**src/rssp_map.svh**
```systemverilog
/*
  offsets-free constant map for the relay switch serial slave port:
  frame width, field positions, reset values and pin sampling depth.
  assumes inclusion by bare name from every design file that needs it.
*/
`ifndef RSSP_MAP_SVH
`define RSSP_MAP_SVH

`define RSSP_FRAME_BITS 8
`define RSSP_CNT_BITS 3
`define RSSP_CTRL_MSB 7
`define RSSP_CTRL_LSB 4
`define RSSP_DATA_MSB 3
`define RSSP_DATA_LSB 0
`define RSSP_CMD_WRITE_BIT 7
`define RSSP_CTRL_PTR_MSB 6
`define RSSP_CTRL_PTR_LSB 4
`define RSSP_DIAG_PTR_MSB 5
`define RSSP_DIAG_PTR_LSB 4
`define RSSP_CTRL_REGS 8
`define RSSP_DIAG_REGS 4
`define RSSP_REG_BITS 4
`define RSSP_CTRL_RESET 4'h0
`define RSSP_SYNC_STAGES 3
`define RSSP_FIFO_DEPTH 2

`endif

```
**src/rssp_pkg.sv**
```systemverilog
/*
  types shared by the relay switch serial slave port.
  assumes rssp_map.svh is reachable on the include path.
*/
`include "rssp_map.svh"
package rssp_pkg;
  typedef logic [`RSSP_FRAME_BITS-1:0] rssp_frame_t;

  typedef struct packed {
    logic cs_n;
    logic sclk;
    logic sdi;
  } rssp_pins_s;

  typedef struct packed {
    logic fall_cs;
    logic rise_cs;
    logic fall_sclk;
    logic rise_sclk;
  } rssp_edges_s;

  typedef struct packed {
    logic wr;
    logic [`RSSP_CTRL_PTR_MSB-`RSSP_CTRL_PTR_LSB:0] ptr;
    logic [`RSSP_REG_BITS-1:0] data;
  } rssp_cmd_s;

  typedef enum logic [1:0] {
    RSSP_IDLE = 2'b00,
    RSSP_LOAD = 2'b01,
    RSSP_SHIFT = 2'b11,
    RSSP_CLOSE = 2'b10
  } rssp_state_e;
endpackage

```
**src/rssp_pin_sync.sv**
```systemverilog
/*
  three-flop synchroniser with agreement filter and edge detection for the
  serial pins. assumes pins are asynchronous to clk_sys_i.
*/
`timescale 1ns/1ps
`include "rssp_map.svh"
module rssp_pin_sync #(
  parameter int WIDTH = 3
) (
  input wire logic clk_sys_i,
  input wire logic rst_i,
  input wire logic [WIDTH-1:0] pin_i,
  input wire logic [WIDTH-1:0] rst_val_i,
  output logic [WIDTH-1:0] level_o,
  output logic [WIDTH-1:0] rise_o,
  output logic [WIDTH-1:0] fall_o
);
  logic [WIDTH-1:0] s1_reg, s2_reg, s3_reg, lvl_reg;
  logic [WIDTH-1:0] lvl_next;

  genvar g;
  generate
    for (g = 0; g < WIDTH; g++) begin : g_bit
      always_comb begin
        // a change counts once stages two and three agree
        lvl_next[g] = (s2_reg[g] == s3_reg[g]) ? s3_reg[g] : lvl_reg[g];
      end
    end
  endgenerate

  always_ff @(posedge clk_sys_i) begin
    s1_reg <= pin_i;
    s2_reg <= s1_reg;
    s3_reg <= s2_reg;
    if (rst_i) begin
      lvl_reg <= rst_val_i;
    end else begin
      lvl_reg <= lvl_next;
    end
  end

  assign level_o = lvl_reg;
  assign rise_o = lvl_next & ~lvl_reg;
  assign fall_o = ~lvl_next & lvl_reg;
endmodule

```
**src/rssp_skid.sv**
```systemverilog
/*
  two-entry buffer with valid and ready on both sides.
  assumes a single clock; ready falls only when both entries are full.
*/
`timescale 1ns/1ps
module rssp_skid #(
  parameter int WIDTH = 8,
  parameter int DEPTH = 2
) (
  input wire logic clk_sys_i,
  input wire logic rst_i,
  input wire logic in_valid_i,
  output logic in_ready_o,
  input wire logic [WIDTH-1:0] in_data_i,
  output logic out_valid_o,
  input wire logic out_ready_i,
  output logic [WIDTH-1:0] out_data_o
);
  localparam int AW = (DEPTH > 1) ? $clog2(DEPTH) : 1;
  logic [WIDTH-1:0] mem_reg [DEPTH];
  logic [AW-1:0] wp_reg, rp_reg, wp_next, rp_next;
  logic [AW:0] cnt_reg, cnt_next;
  logic push, pop;

  always_comb begin
    push = in_valid_i && (cnt_reg != (AW+1)'(DEPTH));
    pop = out_ready_i && (cnt_reg != '0);
    wp_next = push ? ((wp_reg == AW'(DEPTH - 1)) ? '0 : wp_reg + 1'b1) : wp_reg;
    rp_next = pop ? ((rp_reg == AW'(DEPTH - 1)) ? '0 : rp_reg + 1'b1) : rp_reg;
    cnt_next = cnt_reg + (AW+1)'(push) - (AW+1)'(pop);
  end

  always_ff @(posedge clk_sys_i) begin
    if (rst_i) begin
      wp_reg <= '0;
      rp_reg <= '0;
      cnt_reg <= '0;
    end else begin
      wp_reg <= wp_next;
      rp_reg <= rp_next;
      cnt_reg <= cnt_next;
    end
    if (push) begin
      mem_reg[wp_reg] <= in_data_i;
    end
  end

  assign in_ready_o = (cnt_reg != (AW+1)'(DEPTH));
  assign out_valid_o = (cnt_reg != '0);
  assign out_data_o = mem_reg[rp_reg];
endmodule

```
**src/rssp_slave.sv**
```systemverilog
/*
  serial slave port of an eight-channel relay switch driver: frames on chip
  select, samples data on falling serial clock, shifts out on rising clock.
  assumes the serial pins are asynchronous and at least ~4x slower than
  clk_sys_i; diagnosis bits come in from the power stage as plain inputs.
*/
`timescale 1ns/1ps
`include "rssp_map.svh"
// Function
// [RULE1] four-line full duplex serial slave only
// [RULE2] chip select falling starts an access
// [RULE3] sample on clock fall, drive after rise
// [RULE4] master ends access raising chip select
// [RULE5] modulo eight counter qualifies received frames
// [RULE6] deselected: ignore inputs, output high impedance
// [RULE7] select fall loads diagnosis into shifter
// [RULE8] first output bit is error OR input
// [RULE9] accept only nonzero multiple of eight
// [RULE10] select rise copies shifter to matrix
// [RULE11] master holds clock low at select edges
// [RULE12] input most significant bit first
// [RULE13] output most significant bit first
// [RULE14] frame is eight bits: control, data
// [RULE15] reset returns port state to defaults
// [RULE16] chained devices share one chip select
// [RULE17] output follows input one frame later
// [RULE18] eight control registers, four diagnosis registers; diag_i is never read, the shifter loads status_i instead
// [RULE19] error flag held until reported once
module rssp_slave #(
  parameter int FRAME_BITS = `RSSP_FRAME_BITS
) (
  input wire logic clk_sys_i,
  input wire logic rst_i,
  input wire logic cs_n_i,
  input wire logic sclk_i,
  input wire logic sdi_i,
  output logic sdo_o,
  output logic sdo_oe_o,
  input wire logic [`RSSP_DIAG_REGS*`RSSP_REG_BITS-1:0] diag_i,
  input wire logic [FRAME_BITS-1:0] status_i,
  output logic [`RSSP_CTRL_REGS*`RSSP_REG_BITS-1:0] ctrl_o,
  output logic frame_valid_o,
  input wire logic frame_ready_i,
  output logic [FRAME_BITS-1:0] frame_data_o,
  output logic frame_error_flag_o
);
  localparam int CW = `RSSP_CNT_BITS;

  rssp_pkg::rssp_pins_s pins_lvl, pins_rise, pins_fall;
  rssp_pkg::rssp_edges_s ev;

  rssp_pin_sync #(
    .WIDTH(3)
  ) u_sync ( // RULE1
    .clk_sys_i(clk_sys_i),
    .rst_i(rst_i),
    .pin_i({cs_n_i, sclk_i, sdi_i}),
    .rst_val_i(3'h4),
    .level_o(pins_lvl),
    .rise_o(pins_rise),
    .fall_o(pins_fall)
  );

  always_comb begin
    ev.fall_cs = pins_fall.cs_n;
    ev.rise_cs = pins_rise.cs_n;
    // clock edges only count while selected
    ev.fall_sclk = pins_fall.sclk && !pins_lvl.cs_n; // RULE6
    ev.rise_sclk = pins_rise.sclk && !pins_lvl.cs_n; // RULE6
  end

  rssp_pkg::rssp_state_e st_reg, st_next;
  logic [FRAME_BITS-1:0] sh_reg, sh_next;
  logic [FRAME_BITS-1:0] mtx_reg, mtx_next;
  logic [CW-1:0] cnt_reg, cnt_next;
  logic any_reg, any_next;
  logic in_bit_reg, in_bit_next;
  logic sdo_reg, sdo_next;
  logic oe_reg, oe_next;
  logic fe_reg, fe_next;
  logic first_reg, first_next;
  logic [`RSSP_CTRL_REGS*`RSSP_REG_BITS-1:0] ctrl_reg, ctrl_next;
  logic push_valid, push_ready;
  logic frame_ok;
  rssp_pkg::rssp_cmd_s cmd;

  always_comb begin
    frame_ok = any_reg && (cnt_reg == '0); // RULE9
    cmd.wr = sh_reg[`RSSP_CMD_WRITE_BIT]; // RULE14
    cmd.ptr = sh_reg[`RSSP_CTRL_PTR_MSB:`RSSP_CTRL_PTR_LSB]; // RULE18
    cmd.data = sh_reg[`RSSP_DATA_MSB:`RSSP_DATA_LSB]; // RULE14
  end

  always_comb begin
    st_next = st_reg;
    sh_next = sh_reg;
    mtx_next = mtx_reg;
    cnt_next = cnt_reg;
    any_next = any_reg;
    in_bit_next = in_bit_reg;
    sdo_next = sdo_reg;
    oe_next = oe_reg;
    fe_next = fe_reg;
    first_next = first_reg;
    ctrl_next = ctrl_reg;
    push_valid = 1'b0;
    case (st_reg)
      rssp_pkg::RSSP_IDLE: begin
        oe_next = 1'b0; // RULE6
        if (ev.fall_cs) begin // RULE2
          st_next = rssp_pkg::RSSP_LOAD;
        end
      end
      rssp_pkg::RSSP_LOAD: begin
        // diagnosis snapshot and error-or-input on the first bit
        sh_next = status_i; // RULE7
        cnt_next = '0;
        any_next = 1'b0;
        first_next = 1'b1;
        oe_next = 1'b1;
        sdo_next = fe_reg | pins_lvl.sdi; // RULE8
        st_next = rssp_pkg::RSSP_SHIFT;
      end
      rssp_pkg::RSSP_SHIFT: begin
        if (ev.rise_cs) begin // RULE4
          st_next = rssp_pkg::RSSP_CLOSE;
        end else begin
          if (first_reg) begin
            sdo_next = fe_reg | pins_lvl.sdi; // RULE8
          end
          if (ev.fall_sclk) begin
            in_bit_next = pins_lvl.sdi; // RULE3
            sh_next = {sh_reg[FRAME_BITS-2:0], pins_lvl.sdi}; // RULE12 RULE17
            cnt_next = cnt_reg + 1'b1; // RULE5
            any_next = 1'b1;
          end
          if (ev.rise_sclk) begin
            first_next = 1'b0;
            sdo_next = sh_reg[FRAME_BITS-1]; // RULE13 RULE16
          end
        end
      end
      rssp_pkg::RSSP_CLOSE: begin
        oe_next = 1'b0;
        mtx_next = sh_reg; // RULE10
        if (frame_ok) begin
          push_valid = 1'b1;
          if (cmd.wr) begin
            ctrl_next[cmd.ptr*`RSSP_REG_BITS +: `RSSP_REG_BITS] = cmd.data; // RULE18
          end
          fe_next = 1'b0; // RULE19
        end else begin
          fe_next = 1'b1; // RULE9
        end
        st_next = rssp_pkg::RSSP_IDLE;
      end
      default: begin
        st_next = rssp_pkg::RSSP_IDLE;
      end
    endcase
  end

  always_ff @(posedge clk_sys_i) begin
    if (rst_i) begin // RULE15
      st_reg <= rssp_pkg::RSSP_IDLE;
      sh_reg <= '0;
      mtx_reg <= '0;
      cnt_reg <= '0;
      any_reg <= 1'b0;
      in_bit_reg <= 1'b0;
      sdo_reg <= 1'b0;
      oe_reg <= 1'b0;
      fe_reg <= 1'b0;
      first_reg <= 1'b0;
      ctrl_reg <= {`RSSP_CTRL_REGS{`RSSP_CTRL_RESET}};
    end else begin
      st_reg <= st_next;
      sh_reg <= sh_next;
      mtx_reg <= mtx_next;
      cnt_reg <= cnt_next;
      any_reg <= any_next;
      in_bit_reg <= in_bit_next;
      sdo_reg <= sdo_next;
      oe_reg <= oe_next;
      fe_reg <= fe_next;
      first_reg <= first_next;
      ctrl_reg <= ctrl_next;
    end
  end

  logic [FRAME_BITS-1:0] buf_data;
  logic buf_valid;
  logic pop_ok;

  rssp_skid #(
    .WIDTH(FRAME_BITS),
    .DEPTH(`RSSP_FIFO_DEPTH)
  ) u_buf (
    .clk_sys_i(clk_sys_i),
    .rst_i(rst_i),
    .in_valid_i(push_valid),
    .in_ready_o(push_ready),
    .in_data_i(mtx_next),
    .out_valid_o(buf_valid),
    .out_ready_i(pop_ok),
    .out_data_o(buf_data)
  );

  logic fv_reg, fv_next;
  logic [FRAME_BITS-1:0] fd_reg, fd_next;

  always_comb begin
    // output register refills when empty or being emptied
    pop_ok = !fv_reg || frame_ready_i;
    fv_next = fv_reg;
    fd_next = fd_reg;
    if (pop_ok) begin
      fv_next = buf_valid;
      fd_next = buf_data;
    end
  end

  always_ff @(posedge clk_sys_i) begin
    if (rst_i) begin
      fv_reg <= 1'b0;
      fd_reg <= '0;
    end else begin
      fv_reg <= fv_next;
      fd_reg <= fd_next;
    end
  end

  // independent bit tally, read only by the framing assertions
  logic [7:0] tally_reg, tally_next;
  logic tally_any_reg, tally_any_next;

  always_comb begin
    tally_next = tally_reg;
    tally_any_next = tally_any_reg;
    if (st_reg == rssp_pkg::RSSP_LOAD) begin
      tally_next = 8'h00;
      tally_any_next = 1'b0;
    end else if (st_reg == rssp_pkg::RSSP_SHIFT && !ev.rise_cs && ev.fall_sclk) begin
      tally_next = tally_reg + 8'h01;
      tally_any_next = 1'b1;
    end
  end

  always_ff @(posedge clk_sys_i) begin
    if (rst_i) begin
      tally_reg <= 8'h00;
      tally_any_reg <= 1'b0;
    end else begin
      tally_reg <= tally_next;
      tally_any_reg <= tally_any_next;
    end
  end

  assign sdo_o = sdo_reg;
  assign sdo_oe_o = oe_reg;
  assign ctrl_o = ctrl_reg;
  assign frame_valid_o = fv_reg;
  assign frame_data_o = fd_reg;
  assign frame_error_flag_o = fe_reg;
endmodule

```
**config.mk**
```make
export PLATFORM = sky130hd
export DESIGN_NAME = rssp_slave
export DESIGN_NICKNAME = d
export VERILOG_FILES = /design/src/rssp_pkg.sv /design/src/rssp_pin_sync.sv /design/src/rssp_skid.sv /design/src/rssp_slave.sv
export VERILOG_INCLUDE_DIRS = /design/src
export SDC_FILE = /design/constraint.sdc
export NUM_CORES = 1
export LEC_CHECK = 0
export BUFFER_PORTS_ARGS = -buffer_cell sky130_fd_sc_hd__buf_2
export CAP_MARGIN = 20
export CORE_AREA = 2 2 103 105
export DETAILED_ROUTE_END_ITERATION = 16
export DIE_AREA = 0 0 105 107
export GPL_ROUTABILITY_DRIVEN = 0
export PLACE_DENSITY_LB_ADDON = 0.2
export SLEW_MARGIN = 20
export SYNTH_ARGS = -nofsm -noshare
export SYNTH_HDL_FRONTEND = slang
export SYNTH_SLANG_ARGS = --single-unit
```
**constraint.sdc**
```tcl
create_clock -name clk_sys_i -period 4 [get_ports clk_sys_i]
set_clock_uncertainty 0.05 [all_clocks]
set_input_delay 0.2 -clock clk_sys_i [delete_from_list [all_inputs] [get_ports clk_sys_i]]
set_output_delay 0.2 -clock clk_sys_i [all_outputs]
set_load 0.02 [all_outputs]
```
==> results by group, run 1 <==
Pwr
  – Worst vdd rail ir drop: just over 0.0002 V
  – Standby leakage power: around 0.0020 µW
  – Final total power: 2053 µW
  – Power density normalized to cell area: 454.6 mW/mm²

Timing
  – Final Slew Violations: 0
  – Max frequency: 409.0 MHz
  – Count of endpoints failing hold in the final timing report: 0
  – Setup Total Neg Slack: 0 ns
  – Slew HR: a little under half
  – Worst Max-Slew Pin Slew: 0.8086 ns
  – Time the worst path needs with I/O delays and setup: around 2.4 ns
  – RSZ-0062 raised after global routing: no
  – Post-route clock period utilization: just over 60%
  – Final setup violation count: 0

Die
  – Initial cell density of the core: 38.87%
  – Die Span Y: 107 µm
  – Number of I/O pins: 74
  – Area enclosed by the die boundary: 0.01124 mm²
  – Row count: 37
  – Area of the core: 0.01009 mm²
  – Die boundary width: ~110 µm

Layout
  – Fraction of layout instances using a drive strength above 1: 19.40%
  – Largest register FFs: 32
  – Filler Cells Inserted: between 1000 and 1500
  – Cell area after layout: 0.004517 mm²
  – Count of nets after finishing: 465
  – Area growth from synthesis to final layout: 15.15%
  – Multi-input gate area in the final layout: 0.001629 mm²
  – Ant diodes: 0
  – Seq. cell area: 0.002142 mm²

Yosys
  – Register bit count reported by yosys: roughly 100
  – Number of instances in the synthesized netlist: 377
  – Proportion of synthesized flip-flops having asynchronous set or reset: 0%
  – Synthesized cell area: 0.003923 mm²
  – Net Count, Synth: 414
  – Avg Cell Area, Syn: 10.40 µm²
  – Ys Warns: 0
  – Number of library cell types mapped by synthesis: 46
  – Share of synthesized area occupied by flip-flops and latches: 54.61%
  – Post-synth EDFFs: 16
  – Leading register cell type out of synthesis: sky130_fd_sc_hd__dfxtp_1

Detailed routing
  – Detailed-route DRC error count: 0
  – ANT nets after route: 0
  – Detailed-route wire length per cell: 13.41 µm
  – Per-cell via count in the routed design: between 4 and 5
  – Post-Route WL: 7.633 mm
  – DRT Pass-1 Iters: 4
  – Violation count after the first detailed-routing iteration: 128
  – Overall via count from detail_route: 2768

Place
  – IO buf count: 57
  – Post-detail-place hpwl: 5.219 mm
  – Area after detailed placement: 0.004290 mm²

Clock network
  – Maximum root-to-sink buffer count: 2
  – Level count of the clock H-tree: 3
  – Clock slew at reported path FFs: 0.10 ns
  – Clock buffer count from CTS: 9
  – Insertion delay of the later-clocked pin in the worst-skew pair: 0.36 ns
  – Post-CTS Setup Bufs: 0
  – CTS tree: yes
  – Number of clock sinks: 99
  – Clock tree root driver cell: sky130_fd_sc_hd__clkbuf_8

Global route
  – Via count of the first global-routing pass: 2580
  – Tot GR Track Use: 14.23%
  – Total global routing overflow: 0
  – Maximum number of pins on one net before global-route repair: 45
  – Global-route wire length before repair: 12.65 mm
  – Initial antenna violation count: 0

Min path
  – Tightest Hold Check Type: primary input to flop

Job
  – # Max-Cap Violations: 0

Setup path
  – CP startpoint kind: flop
  – Critical path endpoint category: flop
  – Required time of the critical path: 4.19 ns
  – CP Data Arrival Time: 2.64 ns
  – Start-to-end type of the worst setup path: flop to flop
  – CP Max Fanout: 10

Outcome
  – Run status: finished, final reports clean
==> cell usage in the layout, fill, tap and decap left out, types with 10 or more instances in the layout <==
master                     Yosys  final
sky130_fd_sc_hd__dfxtp_1      83     83
sky130_fd_sc_hd__buf_2         3     57
sky130_fd_sc_hd__nor2_1       44     44
sky130_fd_sc_hd__mux2i_1      32     32
sky130_fd_sc_hd__nand2_1      17     17
sky130_fd_sc_hd__o21ai_0      16     16
sky130_fd_sc_hd__edfxtp_1     16     16
sky130_fd_sc_hd__nand3_1      15     15
sky130_fd_sc_hd__a21oi_1      14     14
sky130_fd_sc_hd__nand2b_1     12     12
sky130_fd_sc_hd__inv_1        11     11
sky130_fd_sc_hd__nor2b_1      10     10
==> metrics by stage <==
step / worst slack [ns] / instances / hold slack [ns] / utilization, %
finish: 1.555 / 569 / 0.04865 / 44.76
global route: 1.280 / 569 / 0.04025 / 44.76
CTS: 1.553 / 569 / 0.03455 / 44.76
detailed placement: 1.567 / 550 / 0.2536 / 42.51
global placement: 1.587 / 550 / 0.2536 / 42.51
floorplan: 1.740 / 377 / 0.1777 / -
==> logic make-up (layout without fill, tap and decap cells) <==
group	Yosys count	count (layout)	share of synthesized area (%)
XOR/XNOR	4	4	0.8933
multiplexers	36	36	9.314
adder cells (fa/ha/maj)	7	7	2.233
AND/OR/NAND/NOR	139	139	19.43
AO/OA/AOI/OAI	58	58	9.666
flip-flops	99	99	54.61
buffers and inverters	34	90	3.860
==> per-layer routing <==
layer / track usage [%] / vias up / routed length, µm
met3: 4.438 / 4 / 390
met2: 22.87 / 64 / 3428
met1: 18.62 / 1272 / 3761
met4: 3.714 / 0 / 53
met5: 0 / - / 0
li1: - / 1428 / -
==> synth_stat cells, types with 3 or more instances <==
master | number | area (µm²)
sky130_fd_sc_hd__nor3b_1 | 4 | 30.03
sky130_fd_sc_hd__inv_1 | 11 | 41.29
sky130_fd_sc_hd__edfxtp_1 | 16 | 480.5
sky130_fd_sc_hd__nand2b_1 | 12 | 75.07
sky130_fd_sc_hd__mux2_2 | 4 | 45.04
sky130_fd_sc_hd__nand3_1 | 15 | 75.07
sky130_fd_sc_hd__o21ai_0 | 16 | 80.08
sky130_fd_sc_hd__ha_1 | 7 | 87.58
sky130_fd_sc_hd__a21oi_1 | 14 | 70.07
sky130_fd_sc_hd__buf_4 | 5 | 37.54
sky130_fd_sc_hd__a211oi_1 | 8 | 60.06
sky130_fd_sc_hd__nand2_1 | 17 | 63.81
sky130_fd_sc_hd__buf_2 | 3 | 15.01
sky130_fd_sc_hd__nor2_1 | 44 | 165.2
sky130_fd_sc_hd__clkbuf_1 | 13 | 48.80
sky130_fd_sc_hd__nor2b_1 | 10 | 62.56
sky130_fd_sc_hd__nand4_1 | 6 | 37.54
sky130_fd_sc_hd__and3b_1 | 3 | 26.28
sky130_fd_sc_hd__xnor2_1 | 3 | 26.28
sky130_fd_sc_hd__nand3b_1 | 9 | 67.56
sky130_fd_sc_hd__mux2i_1 | 32 | 320.3
sky130_fd_sc_hd__dfxtp_1 | 83 | 1662
sky130_fd_sc_hd__and2_1 | 6 | 37.54
sky130_fd_sc_hd__a311oi_1 | 9 | 78.83
==> repair_timing <==
| item | CTS | global route |
|---|---|---|
| gates resized for setup | 0 | 0 |
| hold buffers | 3 | 0 |
| setup endpoints to repair | 0 | 0 |
| hold endpoints to repair | 3 | 0 |
==> path summary, 6_finish.rpt <==
path | start | to | slack [ns] | depth (start not counted)
max | cmd[4] | ctrl_o[23] | 1.56 | 7
min | status_i[7] | cmd[7] | 0.05 | 3
max reg2reg | cmd[4] | ctrl_o[23] | 1.56 | 7
min reg2reg | u_sync.s1_reg[2] | u_sync.s2_reg[2] | 0.29 | 0
==> final cells by class <==
class / count / area share [%]
Multi-Input combinational cell: 244 / 36.07
Sequential cell: 99 / 47.42
Tap cell: 136 / 3.767
Clock buffer: 10 / 2.825
Inverter: 11 / 0.9141
Clock inverter: 6 / 1.524
Timing Repair Buffer: 63 / 7.479
==> critical path, cell delays in order, from the launching register on <==
cell                      delay [ns]
sky130_fd_sc_hd__dfxtp_1        0.50
sky130_fd_sc_hd__inv_1          0.14
sky130_fd_sc_hd__ha_1           0.24
sky130_fd_sc_hd__ha_1           0.33
sky130_fd_sc_hd__nor3b_1        0.43
sky130_fd_sc_hd__nand4_1        0.36
sky130_fd_sc_hd__mux2i_1        0.24
sky130_fd_sc_hd__nor2_1         0.05
==> power breakdown <==
part / switching, µW / internal [µW]
combinational: 161 / 126
sequential: 62.8 / 1060
clock: 344 / 295
total: 568 / 1480
Power figures use the tool's default switching activity.
==> run 2: changes to the inputs <==
ABC_AREA = 1   (was unset)
CORE_AREA = 2 2 104 106   (was 2 2 103 105)
DIE_AREA = 0 0 106 108   (was 0 0 105 107)
clock period = 2.39 ns   (was 4 ns; I/O delays follow)
==> results by group, run 2 <==
Clock network
  – Number of clock sinks: 99 (unchanged)
  – Clock buffer count from CTS: 9 (unchanged)
  – CTS tree: yes
  – Post-CTS Setup Bufs: 0 (unchanged)
  – Clock slew at reported path FFs: 0.09 ns (about the same)
  – Level count of the clock H-tree: 3 (unchanged)
  – Clock tree root driver cell: sky130_fd_sc_hd__clkbuf_8
  – Maximum root-to-sink buffer count: 2 (unchanged)
  – Insertion delay of the later-clocked pin in the worst-skew pair: 0.36 ns (about the same)

Yosys
  – Proportion of synthesized flip-flops having asynchronous set or reset: 0% (unchanged)
  – Number of instances in the synthesized netlist: 511 (+36%)
  – Avg Cell Area, Syn: 7.963 µm² (-23%)
  – Leading register cell type out of synthesis: sky130_fd_sc_hd__dfxtp_1
  – Most instantiated cells after synthesis: sky130_fd_sc_hd__nand2_1, sky130_fd_sc_hd__dfxtp_1, sky130_fd_sc_hd__nor2_1
  – Top-area cell type share of the netlist area: 40.84% (-1.5 points)
  – Net Count, Synth: 548 (+32%)
  – Share of synthesized area occupied by flip-flops and latches: 52.64% (-2.0 points)
  – Cell type with the largest total area after synthesis: sky130_fd_sc_hd__dfxtp_1
  – Cell with the most instances after synthesis: sky130_fd_sc_hd__nand2_1
  – Register bit count reported by yosys: 99 (unchanged)
  – Ys Warns: 0 (unchanged)
  – Cell types occupying the most area after synthesis: sky130_fd_sc_hd__dfxtp_1, sky130_fd_sc_hd__edfxtp_1, sky130_fd_sc_hd__nand2_1
  – Number of library cell types mapped by synthesis: 30 (-35%)
  – Post-synth EDFFs: 16 (unchanged)
  – Synthesized cell area: 0.004069 mm² (+3.7%)

Outcome
  – Run status: finished, final reports clean

Layout
  – Largest register FFs: 32 (unchanged)
  – Most frequent standard cell in the layout excluding fill and tap cells: sky130_fd_sc_hd__nand2_1
  – Filler Cells Inserted: 1063 (+4.5%)
  – Fraction of layout instances using a drive strength above 1: 17.27% (-2.1 points)
  – Ant diodes: 0 (unchanged)
  – Multi-input gate area in the final layout: 0.001629 mm² (unchanged)
  – Commonest non-fill, non-tap cells in the layout: sky130_fd_sc_hd__nand2_1, sky130_fd_sc_hd__nor2_1, sky130_fd_sc_hd__dfxtp_1
  – Seq. cell area: 0.002142 mm² (unchanged)
  – Count of nets after finishing: 611 (+31%)
  – Area growth from synthesis to final layout: 16.45%
  – Util after Layout: 46.31% (+1.6 points)

Detailed routing
  – Met3 WL post-DR: 414 µm (+6.2%)
  – Violation count after the first detailed-routing iteration: 163 (+27%)
  – Detailed-route wire length per cell: 11.97 µm (-11%)
  – Post-Route M1 WL: 4.325 mm (+15%)
  – Detailed-route DRC error count: 0 (unchanged)
  – Post-Route WL: 8.557 mm (+12%)
  – Routed length on met2: 3.639 mm (+6.2%)
  – Overall via count from detail_route: 3398 (+23%)
  – DRT Pass-1 Iters: 4 (unchanged)
  – ANT nets after route: 0 (unchanged)
  – Per-cell via count in the routed design: 4.752 (-2.3%)
  – Top Metal Used: met4

Setup path
  – CP Data Arrival Time: 2.12 ns (-0.52 ns)
  – Count of buffer and inverter cells on the critical path: 2 (+1)
  – Start-to-end type of the worst setup path: flop to flop
  – Crit. path cell count: 8 (+1)
  – Critical path endpoint category: flop
  – Cell type of the slowest stage on the worst timing path: sky130_fd_sc_hd__dfxtp_1
  – Largest delay contributor family on the critical path: adder cells
  – Cell chain of the critical path: inv_1, ha_1, ha_1, buf_4, nor2_1, nand2_1, nand2_1, a21oi_1
  – CP startpoint kind: flop
  – Delay of the slowest critical-path stage: 0.36 ns (-0.14 ns)
  – Logic depth of the worst register-to-register path: 8 (+1)
  – Required time of the critical path: 2.58 ns (-1.61 ns)
  – CP Max Fanout: 10 (unchanged)

Pwr
  – Worst vdd rail ir drop: 0.0003395 V (+66%)
  – Int Pwr: 2558 µW (+72%)
  – Final total power: 3596 µW (+75%)
  – Sw Ratio: 28.87% (+1.2 points)
  – Power density normalized to cell area: 758.8 mW/mm² (+67%)
  – Sw Pwr: 1038 µW (+83%)
  – Part of the power in combinational logic: 16.5% (+2.5 points)
  – Clk network pwr share: 31.4% (+0.3 points)
  – Sequential power share: 52.1% (-2.8 points)
  – Standby leakage power: 0.002063 µW (+2.2%)

Die
  – Number of I/O pins: 74 (unchanged)
  – Area of the core: 0.01023 mm² (+1.4%)
  – Die Span Y: 108 µm (+0.93%)
  – Initial cell density of the core: 39.77% (+0.90 points)
  – Row count: 37 (unchanged)
  – Die boundary width: 106 µm (+0.95%)
  – Area enclosed by the die boundary: 0.01145 mm² (+1.9%)

Timing
  – Setup Total Neg Slack: 0 ns (unchanged)
  – Slew HR: 67.59% (+21 points)
  – Post-route clock period utilization: 81.12% (+20 points)
  – Time the worst path needs with I/O delays and setup: 1.939 ns (-0.5059 ns)
  – Final Slew Violations: 0 (unchanged)
  – Count of endpoints failing hold in the final timing report: 0 (unchanged)
  – Max frequency: 515.8 MHz (+26%)
  – RSZ-0062 raised after global routing: no
  – Final setup violation count: 0 (unchanged)
  – Worst Max-Slew Pin Slew: 0.4844 ns (-0.3242 ns)

Job
  – # Max-Cap Violations: 0 (unchanged)

Place
  – IO buf count: 57 (unchanged)
  – Post-detail-place hpwl: 6.096 mm (+17%)

Min path
  – Tightest Hold Check Type: primary input to flop
  – Hold depth: 5 (+2)

Global route
  – Tot GR Track Use: 15.91% (+1.7 points)
  – Maximum number of pins on one net before global-route repair: 38 (-16%)
  – Initial antenna violation count: 0 (unchanged)
  – Total global routing overflow: 0 (unchanged)
  – Via count of the first global-routing pass: 3130 (+21%)
  – Global-route wire length before repair: 14.52 mm (+15%)
[run 2: what timing repair did]
action / in CTS / in global routing
gates resized for setup: 0 / 0
endpoints found under the hold margin: 3 / 0
hold buffers: 3 / 0
[run 2: metal layers]
metal	track usage [%]	vias to the layer above
met4	6.673	0
met1	21.71	1509
li1	-	1800
met2	24.52	73
met3	3.496	16
met5	0	-
[run 2: cell type report]
| type | count | share of cell area (%) |
|---|---|---|
| multi-input combinational | 345 | 34.38 |
| inverter | 46 | 3.644 |
| clock buffer | 12 | 3.301 |
| tap | 136 | 3.591 |
| sequential | 99 | 45.21 |
| clock inverter | 4 | 1.162 |
| timing repair buffer | 73 | 8.714 |
[run 2: path summary, 6_finish.rpt]
| check | startpoint | end | slack (ns) |
|---|---|---|---|
| worst max register to register | cmd[5] | ctrl_o[23] | 0.45 |
| worst min register to register | u_sync.s1_reg[0] | u_sync.s2_reg[0] | 0.28 |
| worst max-delay path | cmd[5] | ctrl_o[23] | 0.45 |
| worst min-delay path | status_i[3] | cmd[3] | 0.07 |
[run 2: tightest hold or removal path: stages]
cell,delay [ns]
sky130_fd_sc_hd__buf_2,0.08
sky130_fd_sc_hd__nand2_1,0.04
sky130_fd_sc_hd__o21ai_0,0.05
sky130_fd_sc_hd__o21ai_0,0.08
sky130_fd_sc_hd__nor2_1,0.08
[run 2: cells by family (layout without fill, tap and decap cells)]
group                    after synthesis  after routing  synth area share (%)
adder cells (fa/ha/maj)                7              7                 2.152
AO/OA/AOI/OAI                         88             88                 11.19
flip-flops                            99             99                 52.64
AND/OR/NAND/NOR                      248            248                 26.26
buffers and inverters                 67            135                 7.318
XOR/XNOR                               2              2                0.4306
[run 2: power by group through the flow]
stage | logic [µW] | clock network, µW | registers, µW
after floorplan | 398 | 0 | 1940
after global placement | 580 | 0 | 1910
after detailed placement | 589 | 0 | 1910
after CTS | 597 | 1160 | 1870
after global routing | 678 | 1250 | 1890
final | 594 | 1130 | 1870
[run 2: through the flow]
step / instance area (µm²) / instances / hold WS (ns) / worst slack (ns)
final: 4738 / 715 / 0.07304 / 0.4511
after global routing: 4738 / 715 / 0.09043 / 0.2113
after CTS: 4738 / 715 / 0.05327 / 0.4523
after detailed placement: 4497 / 696 / 0.1738 / 0.4749
after global placement: 4497 / 696 / 0.1727 / 0.5356
after floorplan: 4069 / 511 / 0.09722 / 0.3124
